===== src/hdl/paof_map.vh =====
/*
 * constants for the port alternate-function override block: pin indices,
 * reset values and the pad synchroniser depth.
 * assumes nothing; included by the synchroniser and top modules, not by the pin cell.
 */
`ifndef PAOF_MAP_VH
`define PAOF_MAP_VH

// =====================================================================
// port b pin positions
`define PAOF_PB_SS 0
`define PAOF_PB_SCK 1
`define PAOF_PB_MOSI 2
`define PAOF_PB_MISO 3
`define PAOF_PB_PINS 8

// =====================================================================
// port d and port e pin positions
`define PAOF_PD_CAPTURE 0
`define PAOF_PD_EXTIRQ 1
`define PAOF_PE_XCK 2
`define PAOF_PE_CLKOUT 7

// =====================================================================
// reset values and pad synchroniser depth
`define PAOF_RST_BYTE 8'h00
`define PAOF_RST_BIT 1'b0
`define PAOF_SYNC_STAGES 2

`endif


===== src/hdl/paof_sync.v =====
/*
 * two flip-flop synchroniser for a vector of pad levels.
 * assumes the pad inputs are asynchronous to clock.
 */
`timescale 1ns/1ps
`include "paof_map.vh"

module paof_sync #(
    parameter WIDTH = 8
) (
    // clock and reset
    input wire clock,
    input wire reset,
    // levels
    input wire [WIDTH-1:0] async_in,
    output reg [WIDTH-1:0] sync_out
);

reg [WIDTH-1:0] meta;

// =====================================================================
// first stage read only by the second
always @(posedge clock)
begin
    if (reset)
    begin
        meta <= {WIDTH{1'b0}};
        sync_out <= {WIDTH{1'b0}};
    end
    else
    begin
        meta <= async_in;
        sync_out <= meta;
    end
end

endmodule


===== src/hdl/paof_pin.v =====
/*
 * generic override cell for one port pin: resolves pull-up, output enable,
 * output value and digital input enable from the register bits and the
 * override signals of the alternate function.
 * assumes all inputs are on the same clock; purely combinational.
 */
`timescale 1ns/1ps

module paof_pin (
    // register bits
    input wire dir_bit,
    input wire out_bit,
    input wire global_pullup_disable,
    // overrides
    input wire puoe,
    input wire puov,
    input wire ddoe,
    input wire ddov,
    input wire pvoe,
    input wire pvov,
    input wire dieoe,
    input wire dieov,
    input wire sleep_input_enable,
    // resolved pad controls
    output wire pull_enable,
    output wire drive_enable,
    output wire drive_value,
    output wire input_enable
);

// =====================================================================
// override resolution
assign pull_enable = puoe ? puov : (~dir_bit & out_bit & ~global_pullup_disable);
assign drive_enable = ddoe ? ddov : dir_bit;
assign drive_value = pvoe ? pvov : out_bit;
assign input_enable = dieoe ? dieov : sleep_input_enable;

endmodule


===== src/hdl/paof_top.v =====
/*
 * port alternate-function override: serial-peripheral pins of port b,
 * pin-change sources of port b, external interrupt and capture pins of
 * port d, clock output and usart clock pins of port e.
 * assumes pads outside resolve the wire from drive enable and value, and
 * that peripherals synchronise nothing further themselves.
 */
`timescale 1ns/1ps
`include "paof_map.vh"

module paof_top (
    // clock and reset
    input wire clock,
    input wire reset,
    // port b register bits and pads
    input wire [7:0] dir_bit_portb,
    input wire [7:0] out_bit_portb,
    input wire [7:0] pad_in_portb,
    output reg [7:0] pad_oe_portb,
    output reg [7:0] pad_out_portb,
    output reg [7:0] pad_pullup_portb,
    output reg [7:0] pad_ie_portb,
    // global controls
    input wire global_pullup_disable,
    input wire sleep_active,
    // serial peripheral
    input wire serial_periph_enable,
    input wire serial_master_select,
    input wire spi_master_out,
    input wire spi_slave_out,
    input wire spi_clock_out,
    output reg spi_master_in,
    output reg spi_slave_in,
    output reg spi_clock_in,
    output reg spi_select_in,
    output reg spi_slave_active,
    // pin-change logic, group 1 is port b
    input wire [7:0] pin_change_mask_portb,
    input wire pin_change_group1_enable,
    output reg [7:0] pin_change_level_portb,
    // timer compare outputs on port b bits 7..4
    input wire [3:0] compare_enable,
    input wire [3:0] compare_value,
    // port d bits 1..0
    input wire [1:0] dir_bit_portd,
    input wire [1:0] out_bit_portd,
    input wire [1:0] pad_in_portd,
    input wire ext_irq_zero_enable,
    output reg [1:0] pad_oe_portd,
    output reg [1:0] pad_out_portd,
    output reg [1:0] pad_pullup_portd,
    output reg [1:0] pad_ie_portd,
    output reg ext_irq_zero,
    output reg capture_input_pin,
    // port e bits 7 and 2
    input wire dir_bit_porte_7,
    input wire out_bit_porte_7,
    input wire dir_bit_porte_2,
    input wire out_bit_porte_2,
    input wire [1:0] pad_in_porte,
    input wire clock_out_fuse,
    input wire divided_clock,
    input wire usart_sync_mode,
    input wire usart_clock_out,
    output reg pad_oe_porte_7,
    output reg pad_out_porte_7,
    output reg pad_oe_porte_2,
    output reg pad_out_porte_2,
    output reg [1:0] pad_pullup_porte,
    output reg usart_ext_clock_in,
    output reg usart_ext_clock_is_output
);

// =====================================================================
// pad input synchronisers
wire [7:0] sync_b;
wire [1:0] sync_d;
wire [1:0] sync_e;

paof_sync #(.WIDTH(12)) u_sync (
    .clock(clock),
    .reset(reset),
    .async_in({pad_in_porte, pad_in_portd, pad_in_portb}),
    .sync_out({sync_e, sync_d, sync_b})
);

// synchroniser holds real pad samples two edges after reset
reg [1:0] sync_fill;
wire sync_valid = (sync_fill == 2'h2);

always @(posedge clock)
begin
    if (reset)
    begin
        sync_fill <= 2'h0;
    end
    else if (!sync_valid)
    begin
        sync_fill <= sync_fill + 2'h1;
    end
end

// =====================================================================
// serial peripheral mode terms
wire spi_master = serial_periph_enable & serial_master_select;
wire spi_slave = serial_periph_enable & ~serial_master_select;

// =====================================================================
// port b override cells
wire [7:0] b_puoe;
wire [7:0] b_puov;
wire [7:0] b_ddoe;
wire [7:0] b_pvoe;
wire [7:0] b_pvov;
wire [7:0] b_dieoe;
wire [7:0] b_pullup;
wire [7:0] b_oe;
wire [7:0] b_out;
wire [7:0] b_ie;

genvar i;
generate
    for (i = 0; i < `PAOF_PB_PINS; i = i + 1)
    begin : g_portb
        // miso keeps its direction bit as slave
        if (i < 3)
        begin : g_spi
            // slave forces input, pull-up from the output bit
            assign b_puoe[i] = spi_slave;
            assign b_puov[i] = out_bit_portb[i] & ~global_pullup_disable;
            assign b_ddoe[i] = spi_slave;
        end
        else
        begin : g_cmp
            assign b_puoe[i] = 1'b0;
            assign b_puov[i] = 1'b0;
            assign b_ddoe[i] = 1'b0;
        end
        assign b_dieoe[i] = pin_change_mask_portb[i] & pin_change_group1_enable;
        paof_pin u_pin (
            .dir_bit(dir_bit_portb[i]),
            .out_bit(out_bit_portb[i]),
            .global_pullup_disable(global_pullup_disable),
            .puoe(b_puoe[i]),
            .puov(b_puov[i]),
            .ddoe(b_ddoe[i]),
            .ddov(1'b0),
            .pvoe(b_pvoe[i]),
            .pvov(b_pvov[i]),
            .dieoe(b_dieoe[i]),
            .dieov(1'b1),
            .sleep_input_enable(~sleep_active),
            .pull_enable(b_pullup[i]),
            .drive_enable(b_oe[i]),
            .drive_value(b_out[i]),
            .input_enable(b_ie[i])
        );
    end
endgenerate

// master drives sck and mosi, slave drives miso; compare outputs need direction set
assign b_pvoe[`PAOF_PB_SS] = 1'b0;
assign b_pvov[`PAOF_PB_SS] = 1'b0;
assign b_pvoe[`PAOF_PB_SCK] = spi_master;
assign b_pvov[`PAOF_PB_SCK] = spi_clock_out;
assign b_pvoe[`PAOF_PB_MOSI] = spi_master;
assign b_pvov[`PAOF_PB_MOSI] = spi_master_out;
assign b_pvoe[`PAOF_PB_MISO] = spi_slave;
assign b_pvov[`PAOF_PB_MISO] = spi_slave_out;
assign b_pvoe[7:4] = compare_enable;
assign b_pvov[7:4] = compare_value;

// =====================================================================
// port d override cells
wire [1:0] d_dieoe;
wire [1:0] d_pullup;
wire [1:0] d_oe;
wire [1:0] d_out;
wire [1:0] d_ie;

assign d_dieoe[`PAOF_PD_CAPTURE] = 1'b0;
assign d_dieoe[`PAOF_PD_EXTIRQ] = ext_irq_zero_enable;

generate
    for (i = 0; i < 2; i = i + 1)
    begin : g_portd
        paof_pin u_pin (
            .dir_bit(dir_bit_portd[i]),
            .out_bit(out_bit_portd[i]),
            .global_pullup_disable(global_pullup_disable),
            .puoe(1'b0),
            .puov(1'b0),
            .ddoe(1'b0),
            .ddov(1'b0),
            .pvoe(1'b0),
            .pvov(1'b0),
            .dieoe(d_dieoe[i]),
            .dieov(1'b1),
            .sleep_input_enable(~sleep_active),
            .pull_enable(d_pullup[i]),
            .drive_enable(d_oe[i]),
            .drive_value(d_out[i]),
            .input_enable(d_ie[i])
        );
    end
endgenerate

// =====================================================================
// port e override cells, index 1 is bit 7 and index 0 is bit 2
wire xck_out_en = usart_sync_mode & dir_bit_porte_2;
wire [1:0] e_dir;
wire [1:0] e_outb;
wire [1:0] e_ovr;
wire [1:0] e_pvoe;
wire [1:0] e_pvov;
wire [1:0] e_pullup;
wire [1:0] e_oe;
wire [1:0] e_out;

assign e_dir = {dir_bit_porte_7, dir_bit_porte_2};
assign e_outb = {out_bit_porte_7, out_bit_porte_2};
assign e_ovr = {clock_out_fuse, 1'b0};
assign e_pvoe = {clock_out_fuse, xck_out_en};
assign e_pvov = {divided_clock, usart_clock_out};

generate
    for (i = 0; i < 2; i = i + 1)
    begin : g_porte
        paof_pin u_pin (
            .dir_bit(e_dir[i]),
            .out_bit(e_outb[i]),
            .global_pullup_disable(global_pullup_disable),
            .puoe(e_ovr[i]),
            .puov(1'b0),
            .ddoe(e_ovr[i]),
            .ddov(1'b1),
            .pvoe(e_pvoe[i]),
            .pvov(e_pvov[i]),
            .dieoe(1'b0),
            .dieov(1'b0),
            .sleep_input_enable(~sleep_active),
            .pull_enable(e_pullup[i]),
            .drive_enable(e_oe[i]),
            .drive_value(e_out[i]),
            .input_enable()
        );
    end
endgenerate

// =====================================================================
// registered outputs; clock output pin is not reset
always @(posedge clock)
begin
    if (reset)
    begin
        pad_oe_portb <= `PAOF_RST_BYTE;
        pad_out_portb <= `PAOF_RST_BYTE;
        pad_pullup_portb <= `PAOF_RST_BYTE;
        pad_ie_portb <= `PAOF_RST_BYTE;
        spi_master_in <= `PAOF_RST_BIT;
        spi_slave_in <= `PAOF_RST_BIT;
        spi_clock_in <= `PAOF_RST_BIT;
        spi_select_in <= 1'b1;
        spi_slave_active <= `PAOF_RST_BIT;
        pin_change_level_portb <= `PAOF_RST_BYTE;
        pad_oe_portd <= 2'h0;
        pad_out_portd <= 2'h0;
        pad_pullup_portd <= 2'h0;
        pad_ie_portd <= 2'h0;
        ext_irq_zero <= `PAOF_RST_BIT;
        capture_input_pin <= `PAOF_RST_BIT;
        pad_oe_porte_2 <= `PAOF_RST_BIT;
        pad_out_porte_2 <= `PAOF_RST_BIT;
        pad_pullup_porte <= 2'h0;
        usart_ext_clock_in <= `PAOF_RST_BIT;
        usart_ext_clock_is_output <= `PAOF_RST_BIT;
    end
    else
    begin
        pad_oe_portb <= b_oe;
        pad_out_portb <= b_out;
        pad_pullup_portb <= b_pullup;
        pad_ie_portb <= b_ie;
        spi_master_in <= spi_master & sync_b[`PAOF_PB_MISO];
        spi_slave_in <= spi_slave & sync_b[`PAOF_PB_MOSI];
        spi_clock_in <= spi_slave & sync_b[`PAOF_PB_SCK];
        spi_select_in <= sync_b[`PAOF_PB_SS] | ~sync_valid;
        spi_slave_active <= spi_slave & sync_valid & ~sync_b[`PAOF_PB_SS];
        pin_change_level_portb <= sync_b;
        pad_oe_portd <= d_oe;
        pad_out_portd <= d_out;
        pad_pullup_portd <= d_pullup;
        pad_ie_portd <= d_ie;
        ext_irq_zero <= sync_d[`PAOF_PD_EXTIRQ];
        capture_input_pin <= sync_d[`PAOF_PD_CAPTURE];
        pad_oe_porte_2 <= e_oe[0];
        pad_out_porte_2 <= e_out[0];
        pad_pullup_porte <= e_pullup;
        usart_ext_clock_in <= usart_sync_mode & ~dir_bit_porte_2 & sync_e[0];
        usart_ext_clock_is_output <= xck_out_en;
    end
end

// fuse path ignores reset so the clock keeps running
always @(posedge clock)
begin
    pad_oe_porte_7 <= e_oe[1];
    pad_out_porte_7 <= e_out[1];
end

endmodule


===== config.mk =====
export PLATFORM = sky130hd
export DESIGN_NAME = paof_top
export DESIGN_NICKNAME = d
export VERILOG_FILES = /design/src/hdl/paof_sync.v /design/src/hdl/paof_pin.v /design/src/hdl/paof_top.v
export VERILOG_INCLUDE_DIRS = /design/src /design/src/hdl
export SDC_FILE = /design/constraint.sdc
export NUM_CORES = 1
export LEC_CHECK = 0
export BUFFER_PORTS_ARGS = -buffer_cell sky130_fd_sc_hd__buf_4
export CAP_MARGIN = 20
export CORE_MARGIN = 4
export CORE_UTILIZATION = 44
export DETAILED_ROUTE_END_ITERATION = 10
export HOLD_SLACK_MARGIN = 0.05
export PLACE_DENSITY_LB_ADDON = 0.05
export REMOVE_ABC_BUFFERS = 1
export SLEW_MARGIN = 5
export SYNTH_ARGS = -nofsm -noshare
export SYNTH_HDL_FRONTEND = slang
export SYNTH_SLANG_ARGS = --single-unit

===== constraint.sdc =====
create_clock -name clock -period 1.6 [get_ports clock]
set_input_delay 0.24 -clock clock [delete_from_list [all_inputs] [get_ports clock]]
set_output_delay 0.24 -clock clock [all_outputs]
set_load 0.005 [all_outputs]

==> metrics.log <==
[metrics] clock tree from TritonCTS: built
[metrics] clk_lat worst skew: 0.34 ns
[metrics] clock skew: 0.00380 ns
[metrics] xor and xnor area share after synthesis: 0.00336
[metrics] required arrival time at the worst endpoint: 1.87 ns
[metrics] share of final-layout standard cells stronger than drive strength 1: 0.450
[metrics] first drt pass iteration count: 4
[metrics] clock slew at the register clock pins of the worst setup and hold paths: 0.08 ns
[metrics] Achievable Freq: 883 MHz
[metrics] buffer cell driving the clock tree root: sky130_fd_sc_hd__clkbuf_8
[metrics] number of antenna violations at the first check in global routing: 0
[metrics] Tmin final: 1.13 ns
[metrics] cells along the critical path: inv_1, ha_1, or2_2, a21oi_1
[metrics] maximum number of buffers from clock root to sink: 2
[metrics] net count of the finished layout: 421
[metrics] count of boundary I/O pins: 130
[metrics] number of cells on the worst reg-to-reg path: 4
[metrics] sequential-to-total area share from yosys stat: 0.668
[metrics] IO Port Bufs: 128
[metrics] via density per instance: 4.40
[metrics] combined area of all synthesized cells: 0.00261 mm^2
[metrics] arrival time at the worst endpoint: 1.41 ns
[metrics] Die Area: 0.00722 mm^2
[metrics] Filler Cells Inserted: 471
[metrics] HPWL after detailed placement: 4.25 mm
[metrics] number of register bits inferred by synthesis: 87
[metrics] final core utilization: 0.693
[metrics] row cnt: 27
[metrics] # hold bufs at CTS: 5
[metrics] slowest cell on the critical path: sky130_fd_sc_hd__dfxtp_1
[metrics] routability congestion estimate: 0.761
[metrics] Crit path largest cell delay: 0.34 ns
[metrics] worst-case headroom to the max-slew limit: 0.702
[metrics] combinational family with the most area after synthesis: simple AND/OR/NAND/NOR gates
[metrics] vertical extent of the die: 85.0 um
[metrics] wire length of the first global-routing pass: 9.18 mm
[metrics] YS warnings: 0
[metrics] number of cells on the worst hold path: 2
[metrics] TritonCTS buffer count: 9
[metrics] Synth Area in Compound Gates: 0.0456
[metrics] Tcrit/Tclk final: 0.708
[metrics] power density over cell area: 1170 mW/mm^2
[metrics] CP delay by family, top: flip-flops
[metrics] category of the critical setup timing path: register to register
[metrics] number of unique standard cell types used by synthesis: 34
[metrics] gate count of the mapped netlist: 218
[metrics] r2r startpoint: sync_fill[0]
[metrics] worst slew pin tran: 0.445 ns
[metrics] startpoint kind of the worst setup timing path: register
[metrics] most frequent standard cell in the layout excluding fill and tap cells: sky130_fd_sc_hd__buf_4
[metrics] post-cts gate resize count: 0
[metrics] Total Negative Setup Slacks: 0 ns
[metrics] post-synthesis average cell area: 12.0 um^2
[metrics] simple-gate share of the synthesized area: 0.228
[metrics] fraction of synthesized area in multiplexers: 0.0154
[metrics] placed cell area: 0.00361 mm^2
[metrics] Initial Utilization: 0.462
[metrics] post-layout instance area: 0.00391 mm^2
[metrics] Overflow after GRT: 0
[metrics] class of the tightest hold or removal check: primary input to register
[metrics] reg-to-reg slack, setup: 0.47 ns
[metrics] antenna cells: 0
[metrics] adder-cell area share of the yosys netlist: 0.00480
[metrics] Horiz. Die Dim: 85.0 um
[metrics] leakage power total: 1.81 nW
[metrics] Detailed Route Iter0 Violations: 35
[metrics] Total Routing Usage GR: 0.163
[metrics] top library cells by usage in the layout, fill and taps aside: 128 x sky130_fd_sc_hd__buf_4, 87 x sky130_fd_sc_hd__dfxtp_1, 43 x sky130_fd_sc_hd__nor2b_1
[metrics] Final ANT Viol Nets: 0
[metrics] Post-CTS Setup Repair Bufs: 0
[metrics] CTS sink count: 87
[metrics] worst path buffer plus inverter count: 1
[metrics] logic depth of the worst path, buffers included: 4
[metrics] outcome: complete, no violations
[metrics] Setup crit start: sync_fill[0]
[metrics] area delta synth->final: 50.1%
[metrics] final setup violation count: 0
[metrics] drt drc: 0
[metrics] total power: 0.00457 W
[metrics] total vias in the final route: 1893
[metrics] CTS H-tree depth: 3
[metrics] number of slew-limit violations in the final report: 0
[metrics] detailed-route wire length per cell: 13.5 um
[metrics] Worst Setup EP: sync_fill[1]
[metrics] max-capacitance violation count: 0
[metrics] Routed WL: 5.82 mm
[metrics] endpoint kind of the worst setup timing path: register
[metrics] biggest fanout along the worst timing path: 2
[metrics] pin count of the biggest net entering global routing: 40
[metrics] capture point of the worst reg-to-reg path: sync_fill[1]
[metrics] setup repair after global routing missed its margin: false
[metrics] via count of the first global-routing pass: 1849
[metrics] final hold viol count: 0
[metrics] total core area: 0.00564 mm^2
[metrics] Final Hold Slack: 0.0712 ns
[metrics] VDD IR-drop max: 1010 uV
==> how the worst min path moves through the flow <==
| stage | from | to | slack [ns] |
|---|---|---|---|
| after floorplan | sleep_active | pad_ie_portd[0] | 0.31 |
| after global placement | dir_bit_portb[7] | pad_pullup_portb[7] | 0.41 |
| after detailed placement | dir_bit_portb[7] | pad_pullup_portb[7] | 0.41 |
| after CTS | global_pullup_disable | pad_pullup_portb[0] | 0.05 |
| after global routing | dir_bit_portb[6] | pad_pullup_portb[6] | 0.05 |
| final | dir_bit_portb[1] | pad_pullup_portb[1] | 0.07 |
==> flip-flops by register name, indices dropped and copies added, names as in the netlist, 2 cells and up <==
signal	flops
pad_pullup_portd	2
u_sync.meta	11
pad_ie_portd	2
pad_pullup_porte	2
sync_fill	2
pad_out_portb	8
pad_ie_portb	8
pad_out_portd	2
pad_oe_portb	8
pin_change_level_portb	8
pad_pullup_portb	8
u_sync.sync_out	11
pad_oe_portd	2
==> worst register-to-register path: cells and delay by family, from the launching register on <==
kind	cells	cell delay [ns]
flops	1	0.34
compound gates	1	0.14
buf+inv	1	0.05
simple gates	1	0.27
fa+ha+maj	1	0.27
==> final cells by class <==
type | count | area, um^2 | share of cell area
clock buffers | 12 | 165 | 0.0422
clock inverters | 4 | 76.3 | 0.0195
inverters | 6 | 22.5 | 0.00576
multi-input cells | 114 | 774 | 0.198
flip-flops and latches | 87 | 1740 | 0.445
well taps | 72 | 90.1 | 0.0230
repair buffers | 135 | 1040 | 0.266
==> per-stage QoR <==
| step | std cells | setup slack, ns |
|---|---|---|
| floorplan | 207 | 0.528 |
| global placement | 408 | 0.427 |
| detailed placement | 408 | 0.420 |
| CTS | 429 | 0.453 |
| global route | 430 | 0.401 |
| finish | 430 | 0.468 |
==> cell usage after synthesis <==
| master | number | area, um^2 |
|---|---|---|
| sky130_fd_sc_hd__dfxtp_1 | 87 | 1740 |
| sky130_fd_sc_hd__nor3_1 | 1 | 5.00 |
| sky130_fd_sc_hd__mux2i_1 | 4 | 40.0 |
| sky130_fd_sc_hd__buf_1 | 2 | 7.51 |
| sky130_fd_sc_hd__and2_1 | 5 | 31.3 |
| sky130_fd_sc_hd__nor4bb_1 | 1 | 10.0 |
| sky130_fd_sc_hd__clkbuf_1 | 3 | 11.3 |
| sky130_fd_sc_hd__nor3b_2 | 8 | 100 |
| sky130_fd_sc_hd__nor2b_1 | 43 | 269 |
| sky130_fd_sc_hd__or2_2 | 2 | 12.5 |
| sky130_fd_sc_hd__or4bb_1 | 1 | 11.3 |
| sky130_fd_sc_hd__buf_2 | 2 | 10.0 |
| sky130_fd_sc_hd__o31ai_1 | 2 | 15.0 |
| sky130_fd_sc_hd__inv_1 | 6 | 22.5 |
| sky130_fd_sc_hd__or3b_4 | 1 | 11.3 |
| sky130_fd_sc_hd__a211oi_2 | 1 | 12.5 |
| sky130_fd_sc_hd__xor2_1 | 1 | 8.76 |
| sky130_fd_sc_hd__nand4b_1 | 2 | 17.5 |
| sky130_fd_sc_hd__buf_6 | 3 | 33.8 |
| sky130_fd_sc_hd__nand3_1 | 1 | 5.00 |
| sky130_fd_sc_hd__nand2_1 | 10 | 37.5 |
| sky130_fd_sc_hd__a21oi_1 | 11 | 55.1 |
| sky130_fd_sc_hd__a211oi_1 | 1 | 7.51 |
| sky130_fd_sc_hd__nor3b_1 | 3 | 22.5 |
| sky130_fd_sc_hd__clkbuf_2 | 1 | 5.00 |
| sky130_fd_sc_hd__a21bo_2 | 1 | 10.0 |
| sky130_fd_sc_hd__nor2_2 | 1 | 6.26 |
| sky130_fd_sc_hd__o21ai_0 | 2 | 10.0 |
| sky130_fd_sc_hd__nand2b_1 | 1 | 6.26 |
| sky130_fd_sc_hd__or2_4 | 1 | 8.76 |
| sky130_fd_sc_hd__nor2_1 | 7 | 26.3 |
| sky130_fd_sc_hd__ha_1 | 1 | 12.5 |
| sky130_fd_sc_hd__a2111oi_0 | 1 | 8.76 |
| sky130_fd_sc_hd__nand2b_4 | 1 | 13.8 |
==> layer usage <==
layer	GRT usage	vias to the layer above	wire length (um)
li1	-	970	-
met1	0.190	845	2380
met2	0.273	71	2960
met3	0.0495	7	385
met4	0.0777	0	100
met5	0	-	0
==> cells by family after synthesis <==
| kind of cell | after synthesis |
|---|---|
| fa+ha+maj | 1 |
| mux | 4 |
| buf+inv | 17 |
| xor+xnor | 1 |
| compound gates | 19 |
| flops | 87 |
| simple gates | 89 |
==> report_power, final <==
group / internal [W] / switching [W] / total (W)
Sequential: 0.00229 / 0.0000379 / 0.00233
Clock: 0.00101 / 0.000729 / 0.00174
Combinational: 0.000315 / 0.000191 / 0.000506
Total: 0.00361 / 0.000958 / 0.00457
Power figures use the tool's default switching activity.
